===== src/core/slr_defines.vh =====
/*
 Constants of the servo limit and reach detect block: register offsets,
 reset values, setting ranges and timing counts.
 Assumes torque in 0.1 % steps of rated torque, speed in RPM, window in 0.1 ms.
*/
`ifndef SLR_DEFINES_VH
`define SLR_DEFINES_VH

// Register offsets
`define SLR_A_EXT_POS_TQ   8'h00
`define SLR_A_EXT_NEG_TQ   8'h04
`define SLR_A_SPD_SRC      8'h08
`define SLR_A_SPD_CHAN     8'h0C
`define SLR_A_POS_SPD      8'h10
`define SLR_A_NEG_SPD      8'h14
`define SLR_A_REACH_BASE   8'h18
`define SLR_A_REACH_ON     8'h1C
`define SLR_A_REACH_OFF    8'h20
`define SLR_A_QUAL_WIN     8'h24
`define SLR_A_TQ_SRC       8'h28
`define SLR_A_INT_POS_TQ   8'h2C
`define SLR_A_INT_NEG_TQ   8'h30
`define SLR_A_STATE        8'h34
`define SLR_A_IRQ_STAT     8'h38
`define SLR_A_IRQ_MASK     8'h3C

// Reset values
`define SLR_R_TQ_LIMIT     16'h0BB8
`define SLR_R_SPD_SRC      16'h0000
`define SLR_R_SPD_CHAN     16'h0001
`define SLR_R_SPD_LIMIT    16'h0BB8
`define SLR_R_REACH_BASE   16'h0000
`define SLR_R_REACH_ON     16'h00C8
`define SLR_R_REACH_OFF    16'h0064
`define SLR_R_QUAL_WIN     16'h000A
`define SLR_R_TQ_SRC       16'h0000

// Setting ranges
`define SLR_TQ_MAX_SET     16'h0BB8
`define SLR_SPD_MAX_SET    16'h1770
`define SLR_WIN_MIN_SET    16'h0005
`define SLR_WIN_MAX_SET    16'h012C
`define SLR_SPD_SRC_MAX    16'h0002
`define SLR_TQ_SRC_MAX     16'h0004
`define SLR_RATED_TORQUE   16'h03E8

// Selector codes
`define SLR_SRC_INTERNAL   3'h0
`define SLR_SRC_EXTERNAL   3'h1
`define SLR_SRC_ANALOG     3'h2
`define SLR_SRC_MIN_EXT    3'h3
`define SLR_CHAN_TWO       2'h2

// Interrupt status bits
`define SLR_IRQ_REACHED    0
`define SLR_IRQ_LIMITED    1

// Timing: clock period and window step, both in ns
`define SLR_CLK_NS         25
`define SLR_STEP_NS        100000
`define SLR_STEP_CYC       (`SLR_STEP_NS / `SLR_CLK_NS)

`endif


===== src/core/slr_top.v =====
/*
 Servo limit selection with torque-reached and speed-limited detection.
 Assumes all inputs synchronous to CLK_SYS_IN; torque in 0.1 % of rated,
 speed in RPM; registers over a plain strobe port with read data one cycle later.
*/
// Design decisions made here: the address-and-strobe port and the register addresses.
`timescale 1ns/1ps
`default_nettype none
`include "slr_defines.vh"

module slr_top #(
    parameter [15:0] MAX_TORQUE = 16'h0BB8
) (
    // Clock and reset
    input  wire        CLK_SYS_IN,
    input  wire        RST_N_IN,
    // Register port
    input  wire [7:0]  ADDR_IN,
    input  wire [15:0] WDATA_IN,
    input  wire        WR_IN,
    input  wire        RD_IN,
    output reg  [15:0] RDATA_OUT,
    // Drive state
    input  wire        TORQUE_MODE_IN,
    input  wire        SERVO_ON_IN,
    input  wire        SPEED_LIMIT_SELECT_IN,
    input  wire signed [15:0] TORQUE_REF_IN,
    input  wire signed [15:0] MOTOR_SPEED_IN,
    input  wire signed [15:0] SPEED_REF_IN,
    // Analog inputs
    input  wire [15:0] ANALOG_INPUT_ONE_IN,
    input  wire [15:0] ANALOG_INPUT_TWO_IN,
    input  wire [15:0] ANALOG_TORQUE_LIMIT_IN,
    // Limits and status
    output reg  [15:0] POS_TORQUE_LIMIT_OUT,
    output reg  [15:0] NEG_TORQUE_LIMIT_OUT,
    output reg  [15:0] POS_SPEED_LIMIT_OUT,
    output reg  [15:0] NEG_SPEED_LIMIT_OUT,
    output reg signed [15:0] SPEED_CMD_OUT,
    output reg         TORQUE_REACHED_OUT,
    output reg         SPEED_LIMITED_OUT,
    output reg         IRQ_OUT
);

    function [15:0] min16;
        input [15:0] a;
        input [15:0] b;
        begin
            min16 = (a < b) ? a : b;
        end
    endfunction

    function [15:0] clamp16;
        input [15:0] v;
        input [15:0] lo;
        input [15:0] hi;
        begin
            if (v < lo) begin
                clamp16 = lo;
            end else if (v > hi) begin
                clamp16 = hi;
            end else begin
                clamp16 = v;
            end
        end
    endfunction

    function [15:0] abs16;
        input [15:0] v;
        begin
            abs16 = v[15] ? (~v + 16'h0001) : v;
        end
    endfunction

    localparam integer STEP_FULL = `SLR_STEP_CYC;
    localparam [11:0]  STEP_CYC  = STEP_FULL[11:0];
    localparam [15:0]  TQ_RESET  = (`SLR_R_TQ_LIMIT < MAX_TORQUE) ? `SLR_R_TQ_LIMIT : MAX_TORQUE;

    reg [15:0] ext_pos_tq_q;
    reg [15:0] ext_neg_tq_q;
    reg [15:0] spd_src_q;
    reg [15:0] spd_chan_q;
    reg [15:0] pos_spd_q;
    reg [15:0] neg_spd_q;
    reg [15:0] reach_base_q;
    reg [15:0] reach_on_q;
    reg [15:0] reach_off_q;
    reg [15:0] qual_win_q;
    reg [15:0] tq_src_q;
    reg [15:0] int_pos_tq_q;
    reg [15:0] int_neg_tq_q;
    reg [1:0]  irq_stat_q;
    reg [1:0]  irq_mask_q;
    reg [11:0] step_q;
    reg [15:0] win_cnt_q;

    reg [15:0] tq_pos_d;
    reg [15:0] tq_neg_d;
    reg [15:0] spd_pos_d;
    reg [15:0] spd_neg_d;
    reg [15:0] ai_spd;
    reg [15:0] rdata_d;
    reg [1:0]  irq_stat_d;
    reg [1:0]  irq_mask_d;

    wire        wr_ext_pos = WR_IN && (ADDR_IN == `SLR_A_EXT_POS_TQ);
    wire [15:0] tq_abs     = abs16(TORQUE_REF_IN);
    wire [15:0] spd_abs    = abs16(MOTOR_SPEED_IN);
    wire [16:0] reach_on   = {1'b0, reach_base_q} + {1'b0, reach_on_q};
    wire [16:0] reach_off  = {1'b0, reach_base_q} + {1'b0, reach_off_q};
    wire [15:0] spd_lim    = MOTOR_SPEED_IN[15] ? NEG_SPEED_LIMIT_OUT : POS_SPEED_LIMIT_OUT;
    wire        judge      = TORQUE_MODE_IN && SERVO_ON_IN;
    wire        over       = judge && (spd_abs > spd_lim);
    wire        step_tick  = (step_q == STEP_CYC - 12'h001);
    wire        reach_d;
    wire        limited_d;

    assign reach_d = TORQUE_REACHED_OUT ? ({1'b0, tq_abs} >= reach_off)
                                        : ({1'b0, tq_abs} >= reach_on);
    assign limited_d = over && (win_cnt_q >= qual_win_q);

    // Torque limit selection
    always @* begin
        case (tq_src_q[2:0])
            // external limits for source 1; source 3 takes the lower of external and analog
            `SLR_SRC_EXTERNAL: begin
                tq_pos_d = ext_pos_tq_q;
                tq_neg_d = ext_neg_tq_q;
            end
            `SLR_SRC_ANALOG: begin
                tq_pos_d = ANALOG_TORQUE_LIMIT_IN;
                tq_neg_d = ANALOG_TORQUE_LIMIT_IN;
            end
            `SLR_SRC_MIN_EXT: begin
                tq_pos_d = min16(ext_pos_tq_q, ANALOG_TORQUE_LIMIT_IN);
                tq_neg_d = min16(ext_neg_tq_q, ANALOG_TORQUE_LIMIT_IN);
            end
            default: begin
                tq_pos_d = int_pos_tq_q;
                tq_neg_d = int_neg_tq_q;
            end
        endcase
        tq_pos_d = min16(tq_pos_d, MAX_TORQUE);
        tq_neg_d = min16(tq_neg_d, MAX_TORQUE);
    end

    // Speed limit selection
    always @* begin
        ai_spd = (spd_chan_q[1:0] == `SLR_CHAN_TWO) ? ANALOG_INPUT_TWO_IN
                                                   : ANALOG_INPUT_ONE_IN;
        case (spd_src_q[1:0])
            2'h1: begin
                spd_pos_d = min16(ai_spd, pos_spd_q);
                spd_neg_d = min16(ai_spd, neg_spd_q);
            end
            2'h2: begin
                spd_pos_d = SPEED_LIMIT_SELECT_IN ? neg_spd_q : pos_spd_q;
                spd_neg_d = spd_pos_d;
            end
            default: begin
                spd_pos_d = pos_spd_q;
                spd_neg_d = neg_spd_q;
            end
        endcase
    end

    // Read mux
    always @* begin
        case (ADDR_IN)
            `SLR_A_EXT_POS_TQ: rdata_d = ext_pos_tq_q;
            `SLR_A_EXT_NEG_TQ: rdata_d = ext_neg_tq_q;
            `SLR_A_SPD_SRC:    rdata_d = spd_src_q;
            `SLR_A_SPD_CHAN:   rdata_d = spd_chan_q;
            `SLR_A_POS_SPD:    rdata_d = pos_spd_q;
            `SLR_A_NEG_SPD:    rdata_d = neg_spd_q;
            `SLR_A_REACH_BASE: rdata_d = reach_base_q;
            `SLR_A_REACH_ON:   rdata_d = reach_on_q;
            `SLR_A_REACH_OFF:  rdata_d = reach_off_q;
            `SLR_A_QUAL_WIN:   rdata_d = qual_win_q;
            `SLR_A_TQ_SRC:     rdata_d = tq_src_q;
            `SLR_A_INT_POS_TQ: rdata_d = int_pos_tq_q;
            `SLR_A_INT_NEG_TQ: rdata_d = int_neg_tq_q;
            `SLR_A_STATE:      rdata_d = {14'h0000, SPEED_LIMITED_OUT, TORQUE_REACHED_OUT};
            `SLR_A_IRQ_STAT:   rdata_d = {14'h0000, irq_stat_q};
            `SLR_A_IRQ_MASK:   rdata_d = {14'h0000, irq_mask_q};
            default:           rdata_d = 16'h0000;
        endcase
    end

    // Sticky events, set wins over clear
    always @* begin
        irq_stat_d = irq_stat_q;
        if (WR_IN && (ADDR_IN == `SLR_A_IRQ_STAT)) begin
            irq_stat_d = irq_stat_q & ~WDATA_IN[1:0];
        end
        if (reach_d && !TORQUE_REACHED_OUT) begin
            irq_stat_d[`SLR_IRQ_REACHED] = 1'b1;
        end
        if (limited_d && !SPEED_LIMITED_OUT) begin
            irq_stat_d[`SLR_IRQ_LIMITED] = 1'b1;
        end
    end

    // Mask as it stands after this cycle's write
    always @* begin
        irq_mask_d = irq_mask_q;
        if (WR_IN && (ADDR_IN == `SLR_A_IRQ_MASK)) begin
            irq_mask_d = WDATA_IN[1:0];
        end
    end

    // Settings registers
    always @(posedge CLK_SYS_IN) begin
        if (!RST_N_IN) begin
            ext_pos_tq_q <= `SLR_R_TQ_LIMIT;
            ext_neg_tq_q <= `SLR_R_TQ_LIMIT;
            spd_src_q    <= `SLR_R_SPD_SRC;
            spd_chan_q   <= `SLR_R_SPD_CHAN;
            pos_spd_q    <= `SLR_R_SPD_LIMIT;
            neg_spd_q    <= `SLR_R_SPD_LIMIT;
            reach_base_q <= `SLR_R_REACH_BASE;
            reach_on_q   <= `SLR_R_REACH_ON;
            reach_off_q  <= `SLR_R_REACH_OFF;
            qual_win_q   <= `SLR_R_QUAL_WIN;
            tq_src_q     <= `SLR_R_TQ_SRC;
            int_pos_tq_q <= `SLR_R_TQ_LIMIT;
            int_neg_tq_q <= `SLR_R_TQ_LIMIT;
            irq_mask_q   <= 2'h0;
        end else if (WR_IN) begin
            if (wr_ext_pos) begin
                ext_pos_tq_q <= min16(WDATA_IN, `SLR_TQ_MAX_SET);
            end
            if (ADDR_IN == `SLR_A_EXT_NEG_TQ) begin
                ext_neg_tq_q <= min16(WDATA_IN, `SLR_TQ_MAX_SET);
            end
            if (ADDR_IN == `SLR_A_SPD_SRC) begin
                spd_src_q <= min16(WDATA_IN, `SLR_SPD_SRC_MAX);
            end
            if (ADDR_IN == `SLR_A_SPD_CHAN) begin
                spd_chan_q <= clamp16(WDATA_IN, 16'h0001, 16'h0002);
            end
            if (ADDR_IN == `SLR_A_POS_SPD) begin
                pos_spd_q <= min16(WDATA_IN, `SLR_SPD_MAX_SET);
            end
            if (ADDR_IN == `SLR_A_NEG_SPD) begin
                neg_spd_q <= min16(WDATA_IN, `SLR_SPD_MAX_SET);
            end
            if (ADDR_IN == `SLR_A_REACH_BASE) begin
                reach_base_q <= min16(WDATA_IN, `SLR_TQ_MAX_SET);
            end
            if (ADDR_IN == `SLR_A_REACH_ON) begin
                reach_on_q <= min16(WDATA_IN, `SLR_TQ_MAX_SET);
            end
            if (ADDR_IN == `SLR_A_REACH_OFF) begin
                reach_off_q <= min16(WDATA_IN, `SLR_TQ_MAX_SET);
            end
            if (ADDR_IN == `SLR_A_QUAL_WIN) begin
                qual_win_q <= clamp16(WDATA_IN, `SLR_WIN_MIN_SET, `SLR_WIN_MAX_SET);
            end
            if (ADDR_IN == `SLR_A_TQ_SRC) begin
                tq_src_q <= min16(WDATA_IN, `SLR_TQ_SRC_MAX);
            end
            if (ADDR_IN == `SLR_A_INT_POS_TQ) begin
                int_pos_tq_q <= min16(WDATA_IN, `SLR_TQ_MAX_SET);
            end
            if (ADDR_IN == `SLR_A_INT_NEG_TQ) begin
                int_neg_tq_q <= min16(WDATA_IN, `SLR_TQ_MAX_SET);
            end
            if (ADDR_IN == `SLR_A_IRQ_MASK) begin
                irq_mask_q <= WDATA_IN[1:0];
            end
        end
    end

    // Window timing
    always @(posedge CLK_SYS_IN) begin
        if (!RST_N_IN) begin
            step_q    <= 12'h000;
            win_cnt_q <= 16'h0000;
        end else if (!over) begin
            step_q    <= 12'h000;
            win_cnt_q <= 16'h0000;
        end else if (step_tick) begin
            step_q <= 12'h000;
            if (win_cnt_q != 16'hFFFF) begin
                win_cnt_q <= win_cnt_q + 16'h0001;
            end
        end else begin
            step_q <= step_q + 12'h001;
        end
    end

    // Outputs
    always @(posedge CLK_SYS_IN) begin
        if (!RST_N_IN) begin
            RDATA_OUT            <= 16'h0000;
            POS_TORQUE_LIMIT_OUT <= TQ_RESET;
            NEG_TORQUE_LIMIT_OUT <= TQ_RESET;
            POS_SPEED_LIMIT_OUT  <= `SLR_R_SPD_LIMIT;
            NEG_SPEED_LIMIT_OUT  <= `SLR_R_SPD_LIMIT;
            SPEED_CMD_OUT        <= 16'h0000;
            TORQUE_REACHED_OUT   <= 1'b0;
            SPEED_LIMITED_OUT    <= 1'b0;
            irq_stat_q           <= 2'h0;
            IRQ_OUT              <= 1'b0;
        end else begin
            RDATA_OUT            <= RD_IN ? rdata_d : 16'h0000;
            POS_TORQUE_LIMIT_OUT <= tq_pos_d;
            NEG_TORQUE_LIMIT_OUT <= tq_neg_d;
            POS_SPEED_LIMIT_OUT  <= spd_pos_d;
            NEG_SPEED_LIMIT_OUT  <= spd_neg_d;
            if (!TORQUE_MODE_IN) begin
                SPEED_CMD_OUT <= SPEED_REF_IN;
            end else if (!SPEED_REF_IN[15] && (SPEED_REF_IN > $signed(spd_pos_d))) begin
                SPEED_CMD_OUT <= spd_pos_d;
            end else if (SPEED_REF_IN[15] && (abs16(SPEED_REF_IN) > spd_neg_d)) begin
                SPEED_CMD_OUT <= ~spd_neg_d + 16'h0001;
            end else begin
                SPEED_CMD_OUT <= SPEED_REF_IN;
            end
            TORQUE_REACHED_OUT   <= reach_d;
            SPEED_LIMITED_OUT    <= limited_d;
            irq_stat_q           <= irq_stat_d;
            IRQ_OUT              <= |(irq_stat_d & irq_mask_d);
        end
    end

endmodule

`default_nettype wire

===== config.mk =====
export PLATFORM = sky130hd
export DESIGN_NAME = slr_top
export DESIGN_NICKNAME = d
export VERILOG_FILES = /design/src/core/slr_top.v
export VERILOG_INCLUDE_DIRS = /design/src /design/src/core
export SDC_FILE = /design/constraint.sdc
export NUM_CORES = 1
export LEC_CHECK = 0
export BUFFER_PORTS_ARGS = -buffer_cell sky130_fd_sc_hd__buf_2
export CAP_MARGIN = 10
export CORE_UTILIZATION = 60
export DETAILED_ROUTE_END_ITERATION = 6
export PLACE_DENSITY = 0.81
export SLEW_MARGIN = 20
export SYNTH_ARGS = -nofsm -noshare
export SYNTH_HDL_FRONTEND = slang
export SYNTH_SLANG_ARGS = --single-unit

===== constraint.sdc =====
create_clock -name CLK_SYS_IN -period 16.23 [get_ports CLK_SYS_IN]
set_input_delay 1.623 -clock CLK_SYS_IN [delete_from_list [all_inputs] [get_ports CLK_SYS_IN]]
set_output_delay 1.623 -clock CLK_SYS_IN [all_outputs]
set_load 0.05 [all_outputs]

==> metrics.cfg, run 1 <==
[run_status]
status=finished with violations
violations_in_the_final_reports=design-rule violations

[floorplan]
core-area_mm2=0.03370
rows=67
die_w_um=187.3
die_y_um=187.3
die_area_mm2=0.03509
start_util=0.6114
i_o_pins=226

[worst_setup_path]
worstSetupStartpoint=spd_chan_q[0]$_SDFFE_PN1P_
rr_startpoint=spd_chan_q[0]$_SDFFE_PN1P_
cp-start-kind=flop
r2r_setup_slack_ns=9.51
cp.required_ns=16.60
crit_path_end_kind=flop
worstSetupEndpoint=SPEED_CMD_OUT[10]$_SDFF_PN0_
worst_reg2reg_path_length_in_cells=20
cp_max_fo=24
worst-endpoint-arrival_ns=7.08
crit-reg2reg-capture=SPEED_CMD_OUT[10]$_SDFF_PN0_
crit_type=flop to flop

[synth]
dominant_cell_by_count_in_the_synthesized_netlist=dfxtp_1
yosysTopAreaCell=dfxtp_1
combinational_family_with_the_most_area_after_synthesis=compound AO/OA/AOI/OAI gates
synth_ff_type=dfxtp_1
synth-adder-area-share=0.1210
synth-warning-count=0
fraction_of_synthesized_cell_area_in_xor_and_xnor_cells=0.04208
synth-seq-area-share=0.3294
synth_largest_type_area_fraction=0.3294
synthMuxAreaShare=0.02362
count_of_flip_flops_with_a_built_in_enable_after_synthesis=0
synthArstFlopShare=0
netlist-cell-type-count=91
synth_common_cells=339 x dfxtp_1, 258 x nor2_1, 233 x nand2_1, 196 x ha_1, 147 x a21oi_1
syn_inst=2453
synthTopCellsByArea=dfxtp_1 33%, ha_1 12%, nor2_1 4.7%, nand2_1 4.2%, a21oi_1 3.6%
yosys.area_share.simple=0.1928
synth.ff_latch_count=339
postSynthAreaPerCell_um2=8.400
synth_compound_area_frac=0.2467
netlist_area_mm2=0.02060

[routing]
drtPass1Iterations=7
route.detailed.vias_per_inst=6.601
postRouteAntennaNets=0
routed_wire_length_mm=73.57
drt-wirelength-per-cell_um=23.73
drc=7
via_count_of_the_routed_design=20460
drt_first_iter_violations=2393

[sta]
timing.final.ws_setup_ns=9.514
timing.slew.headroom=0.1621
final.period_utilization=0.4138
tightestPinTransition_ns=1.225
finalWorstPathRequiredPeriod_ns=6.716
timing.fmax_ghz=0.1489
timing.final.setup_violations=0
timing.final.hold_violations=0
finalSetupTns_ns=0
grt_setup_unrepaired=false
finalMaxSlewViolations=0
timing.clock.skew_ns=0.02344

[clocking]
cts_htree_levels=2
clock_tree.buffer_depth=3
cts-root-buf=clkbuf_16
cts-hold-fix-buffers=0
post-cts-setup-buffer-count=0
worstSkewPairLatency_ns=0.56
cts_repair_resize_count=0
clock_transition_at_the_registers_of_the_reported_paths_ns=0.06
tritoncts.num_buffers=37
cts_tree=yes
clock_sink_count=339

[global_routing]
global_route_wire_length_before_repair_mm=112.4
antenna_violations_before_repair=2
grt_start_max_net_pins=92
first_global_vias=19480
grt.overflow.total=0
global_route.usage.total=0.4105

[power]
power_switching_share=0.2504
power.combinational.fraction=0.102
clock_power_share=0.455
total_power_mw=1.901
static-leakage-power_nw=10.29
power.internal_mw=1.425
cellPowerDensity_mw_per_mm2=81.76
irDropWorstVdd_mv=0.09405
power.net_switching_mw=0.4761
seqPwrFrac=0.443

[placement]
finalWeightedCongestion=1.004
hpwlAfterDp_mm=56.03
placement.setup.worst_slack_ns=9.325
port_buffers=225

[worst_hold_path]
hold_path_class=flop to flop
hold_path.startpoint=step_q[0]$_SDFF_PP0_

[final_layout]
post_route_cells_drive_above_1_share=0.1389
fillers=2687
area_growth_syn_to_layout_pct=12.87
num-nets-final=2952

[run]
drv_cap=0

worst min-delay path by stage:
stage | endpoint | slack (ns) | cells past startpoint
finish | step_q[0]$_SDFF_PP0_ | 0.48 | 1
floorplan | step_q[0]$_SDFF_PP0_ | 0.43 | 1
detailed placement | tq_src_q[11]$_SDFFE_PN0P_ | 0.47 | 1
global route | tq_src_q[6]$_SDFFE_PN0P_ | 0.50 | 1
CTS | step_q[0]$_SDFF_PP0_ | 0.48 | 1
global placement | step_q[0]$_SDFF_PP0_ | 0.44 | 1
worst max-delay path: stages (launching register included):
cell and delay (ns):
dfxtp_1 0.41, nand2b_1 0.77, mux2_2 0.47, ha_1 0.30, a21o_1 0.16, a21o_1 0.16, a221o_1 0.49, a21o_4 0.35
a311oi_1 0.82, inv_1 0.24, ha_1 0.27, a21o_1 0.15, a21o_1 0.17, a211oi_1 0.32, o22ai_1 0.13, a211oi_1 0.35
nor2_1 0.20, nand2_1 0.13, mux2i_1 0.09, o31ai_1 0.38, a21oi_1 0.15
registers in the layout (all words and copies together) (netlist names), 16 cells and up:
register	flops
NEG_TORQUE_LIMIT_OUT	16
int_neg_tq_q	16
reach_on_q	16
POS_SPEED_LIMIT_OUT	16
win_cnt_q	16
tq_src_q	16
reach_off_q	16
spd_chan_q	16
reach_base_q	16
pos_spd_q	16
SPEED_CMD_OUT	16
POS_TORQUE_LIMIT_OUT	16
ext_neg_tq_q	16
spd_src_q	16
qual_win_q	16
RDATA_OUT	16
int_pos_tq_q	16
NEG_SPEED_LIMIT_OUT	16
neg_spd_q	16
ext_pos_tq_q	16
power by group through the flow:
stage               sequential, mW  clock, mW  combinational [mW]
floorplan                    0.877          0               0.106
global placement             0.860          0               0.183
detailed placement           0.860          0               0.188
CTS                          0.842      0.865               0.190
global route                 0.842      0.903               0.210
finish                       0.842      0.865               0.194
area by class of cell:
type	instances	area, um^2	share of cell area
clock inverters	12	173.9	0.007478
flip-flops and latches	339	6787	0.2918
repair buffers	247	1294	0.05563
well taps	448	560.5	0.02410
clock buffers	50	1057	0.04546
inverters	110	414.1	0.01781
diodes	2	5.005	0.0002152
multi-input cells	1892	12960	0.5575
per-layer routing:
metal	track usage	vias to the layer above	share of wire
li1	-	9369	-
met1	0.5553	9538	0.41
met3	0.08086	237	0.11
met4	0.2279	0	0.058
met2	0.6117	1319	0.42
met5	0	-	0
logic make-up (layout without fill, tap and decap cells):
kind of cell | Yosys count | count (layout)
flops | 339 | 339
compound gates | 715 | 715
other cells | 1 | 10
fa+ha+maj | 198 | 198
buf+inv | 229 | 419
simple gates | 826 | 826
mux | 46 | 46
xor+xnor | 99 | 99
layout by cell type (no fill, tap or decap), drive strengths merged, types with 12 or more instances in the layout:
master / synthesis / routed
clkbuf: 102 / 50
o2bb2ai: 20 / 20
nor2: 259 / 259
a21o: 59 / 59
o31ai: 12 / 12
a221oi: 40 / 40
or2: 13 / 13
xnor2: 68 / 68
buf: 17 / 247
nor2b: 16 / 16
nor3: 30 / 30
o22ai: 12 / 12
a222oi: 15 / 15
or3: 13 / 13
o21ai: 111 / 111
and2: 16 / 16
mux2: 18 / 18
a22oi: 28 / 28
xor2: 31 / 31
a31oi: 24 / 24
o21a: 25 / 25
nand4: 39 / 39
and3: 90 / 90
nand2: 233 / 233
o211ai: 57 / 57
a21oi: 150 / 150
inv: 108 / 109
nand3: 45 / 45
nand2b: 26 / 26
dfxtp: 339 / 339
ha: 196 / 196
a211oi: 49 / 49
mux2i: 28 / 28
a22o: 31 / 31
per-stage QoR:
| stage | instances | utilization | area [um^2] | hold WS [ns] |
|---|---|---|---|---|
| 4_1_cts | 3098 | 0.6896 | 23240 | 0.4817 |
| 5_1_grt | 3099 | 0.6900 | 23250 | 0.4989 |
| 3_5_place_dp | 3036 | 0.6530 | 22010 | 0.4695 |
| 2_1_floorplan | 2460 | - | 20630 | 0.4262 |
| 6_report | 3100 | 0.6901 | 23260 | 0.4778 |
| 3_3_place_gp | 3036 | 0.6530 | 22010 | 0.4445 |
No activity file was read; power rests on OpenSTA's default activity.
==> inputs of run 2 (changes only) <==
--- a/config.mk
+++ b/config.mk
@@ -8,9 +8,9 @@
 export LEC_CHECK = 0
 export BUFFER_PORTS_ARGS = -buffer_cell sky130_fd_sc_hd__buf_2
 export CAP_MARGIN = 10
-export CORE_UTILIZATION = 60
+export CORE_UTILIZATION = 54
 export DETAILED_ROUTE_END_ITERATION = 6
-export PLACE_DENSITY = 0.81
+export PLACE_DENSITY = 0.77
 export SLEW_MARGIN = 20
 export SYNTH_ARGS = -nofsm -noshare
 export SYNTH_HDL_FRONTEND = slang
==> constraint.sdc (replaced) <==
create_clock -name CLK_SYS_IN -period 5.9 [get_ports CLK_SYS_IN]
set_input_delay 0.59 -clock CLK_SYS_IN [delete_from_list [all_inputs] [get_ports CLK_SYS_IN]]
set_output_delay 0.59 -clock CLK_SYS_IN [all_outputs]
set_load 0.05 [all_outputs]
==> metrics.cfg, run 2 (synthesis gave the netlist of run 1 again) <==
[global_routing]
global_route_wire_length_before_repair_mm=112.6
grt.overflow.total=0
antenna_violations_before_repair=2
grt_start_max_net_pins=88
first_global_vias=19140
global_route.usage.total=0.3767

[sta]
finalSetupTns_ns=0
timing.final.hold_violations=0
finalMaxSlewViolations=0
timing.clock.skew_ns=0.02172
finalWorstPathRequiredPeriod_ns=5.534
timing.slew.headroom=0.2063
grt_setup_unrepaired=false
tightestPinTransition_ns=1.178
final.period_utilization=0.9380
timing.fmax_ghz=0.1807
timing.final.setup_violations=0

[floorplan]
die_w_um=197.3
i_o_pins=226
start_util=0.5483
core-area_mm2=0.03758
die_y_um=197.3
die_area_mm2=0.03894
rows=71

[clocking]
cts_htree_levels=2
clock_sink_count=339
cts-root-buf=clkbuf_16
clock_transition_at_the_registers_of_the_reported_paths_ns=0.06
cts_tree=yes
tritoncts.num_buffers=37
clock_tree.buffer_depth=3
post-cts-setup-buffer-count=0
worstSkewPairLatency_ns=0.54

[worst_setup_path]
cp_cell_sequence=nand2b_1, buf_4, mux2_2, ha_1, a21o_1, a21o_1, a221o_1, a21o_4, a311oi_2, inv_1, ha_1, a21o_1, a21o_1, a211oi_1, o22ai_1, a211oi_2, nor2_1, o21ai_0, buf_4, nand2_1, o21ai_0, o2bb2ai_1
cp_max_fo=24
r2r_setup_slack_ns=0.37
cp-start-kind=flop
crit_type=flop to flop
timing.critical_path.buf_inv=3
most_frequent_cell_on_critical_path=a21o_1
worst_path_largest_cell_delay_ns=0.52
cp_top_family=compound AO/OA/AOI/OAI gates
crit_path_end_kind=flop
worst-endpoint-arrival_ns=5.98
slowest_stage=a311oi_2
cp.required_ns=6.35

[placement]
dpl-instance-area_mm2=0.02224
finalWeightedCongestion=0.9988
port_buffers=225
hpwlAfterDp_mm=57.59
dp.cells=3121

[final_layout]
num-nets-final=2974
commonest_non_fill_non_tap_cell_in_the_layout=dfxtp_1
final-instance-count-excl-fill=3187
area_growth_syn_to_layout_pct=14.42
post_route_cells_drive_above_1_share=0.1492
top_library_cells_by_usage_in_the_layout_fill_and_taps_aside=339 x dfxtp_1, 255 x nor2_1, 232 x nand2_1
final_area_mm2=0.02358

[routing]
postRouteAntennaNets=0
routed_wire_length_mm=75.14
route.detailed.vias_per_inst=6.433
drc=0
via_count_of_the_routed_design=20500
drt_first_iter_violations=2380
drtPass1Iterations=6
drt-wirelength-per-cell_um=23.58

[power]
cellPowerDensity_mw_per_mm2=225.3
irDropWorstVdd_mv=0.2099
static-leakage-power_nw=10.43

[run_status]
status=finished clean

[run]
drv_cap=0

[worst_hold_path]
hold_path_class=primary input to flop

-- run 2: changes by cell type in the layout (fill, tap and decap cells not counted), sizes merged --
cell,before,now
clkinv,8,12
buf,247,269
clkbuf,50,47
bufinv,4,5
-- run 2: area by class of cell --
| class | instances | area [um^2] |
|---|---|---|
| Antenna cell | 2 | 5.005 |
| Clock buffer | 47 | 1045 |
| Clock inverter | 17 | 231.5 |
| Fill cell | 3325 | 14000 |
| Inverter | 110 | 414.1 |
| Multi-Input combinational cell | 1892 | 13000 |
| Sequential cell | 339 | 6787 |
| Tap cell | 511 | 639.4 |
| Timing Repair Buffer | 269 | 1459 |
-- run 2: worst paths after layout --
kind,startpoint,cells after the start,to
max,spd_chan_q[0]$_SDFFE_PN1P_,22,SPEED_CMD_OUT[9]$_SDFF_PN0_
min,SPEED_REF_IN[10],3,SPEED_CMD_OUT[10]$_SDFF_PN0_
max reg2reg,spd_chan_q[0]$_SDFFE_PN1P_,22,SPEED_CMD_OUT[9]$_SDFF_PN0_
min reg2reg,step_q[0]$_SDFF_PP0_,1,step_q[0]$_SDFF_PP0_
-- run 2: power by group --
part           switching [mW]  internal, mW  total [mW]
Sequential             0.0142          2.31        2.32
Combinational           0.352         0.191       0.543
Clock                   0.974          1.47        2.45
-- run 2: per-layer routing --
metal	vias up	wire, um	share of wire	GRT usage
met5	-	51	0.00068	0.01022
li1	9437	-	-	-
met1	9665	30540	0.41	0.5003
met3	200	8555	0.11	0.08878
met2	1199	32450	0.43	0.5786
met4	2	3543	0.047	0.1677
-- run 2: what timing repair did --
| action | CTS | global route |
|---|---|---|
| setup endpoints to repair | 0 | 15 |
| resized for setup | 0 | 9 |
| hold buffers | 0 | 0 |
-- run 2: worst reg2reg max path, cell delays in order, from the launching register on --
cell and delay (ns):
dfxtp_1 0.37, nand2b_1 0.12, buf_4 0.26, mux2_2 0.46, ha_1 0.31, a21o_1 0.16
a21o_1 0.18, a221o_1 0.37, a21o_4 0.30, a311oi_2 0.53, inv_1 0.12, ha_1 0.33
a21o_1 0.18, a21o_1 0.17, a211oi_1 0.30, o22ai_1 0.13, a211oi_2 0.29, nor2_1 0.17
o21ai_0 0.17, buf_4 0.22, nand2_1 0.08, o21ai_0 0.09, o2bb2ai_1 0.15
-- run 2: metrics by stage --
stage / utilization / total power, mW / hold slack [ns] / setup slack (ns)
floorplan: - / 2.704 / 0.4262 / 0.6147
finish: 0.6274 / 5.312 / 0.3905 / 0.3656
global route: 0.6272 / 5.462 / 0.3984 / 0.02425
detailed placement: 0.5919 / 2.897 / 0.4538 / 0.2429
CTS: 0.6259 / 5.307 / 0.3794 / 0.2346
global placement: 0.5919 / 2.885 / 0.4407 / 0.3279
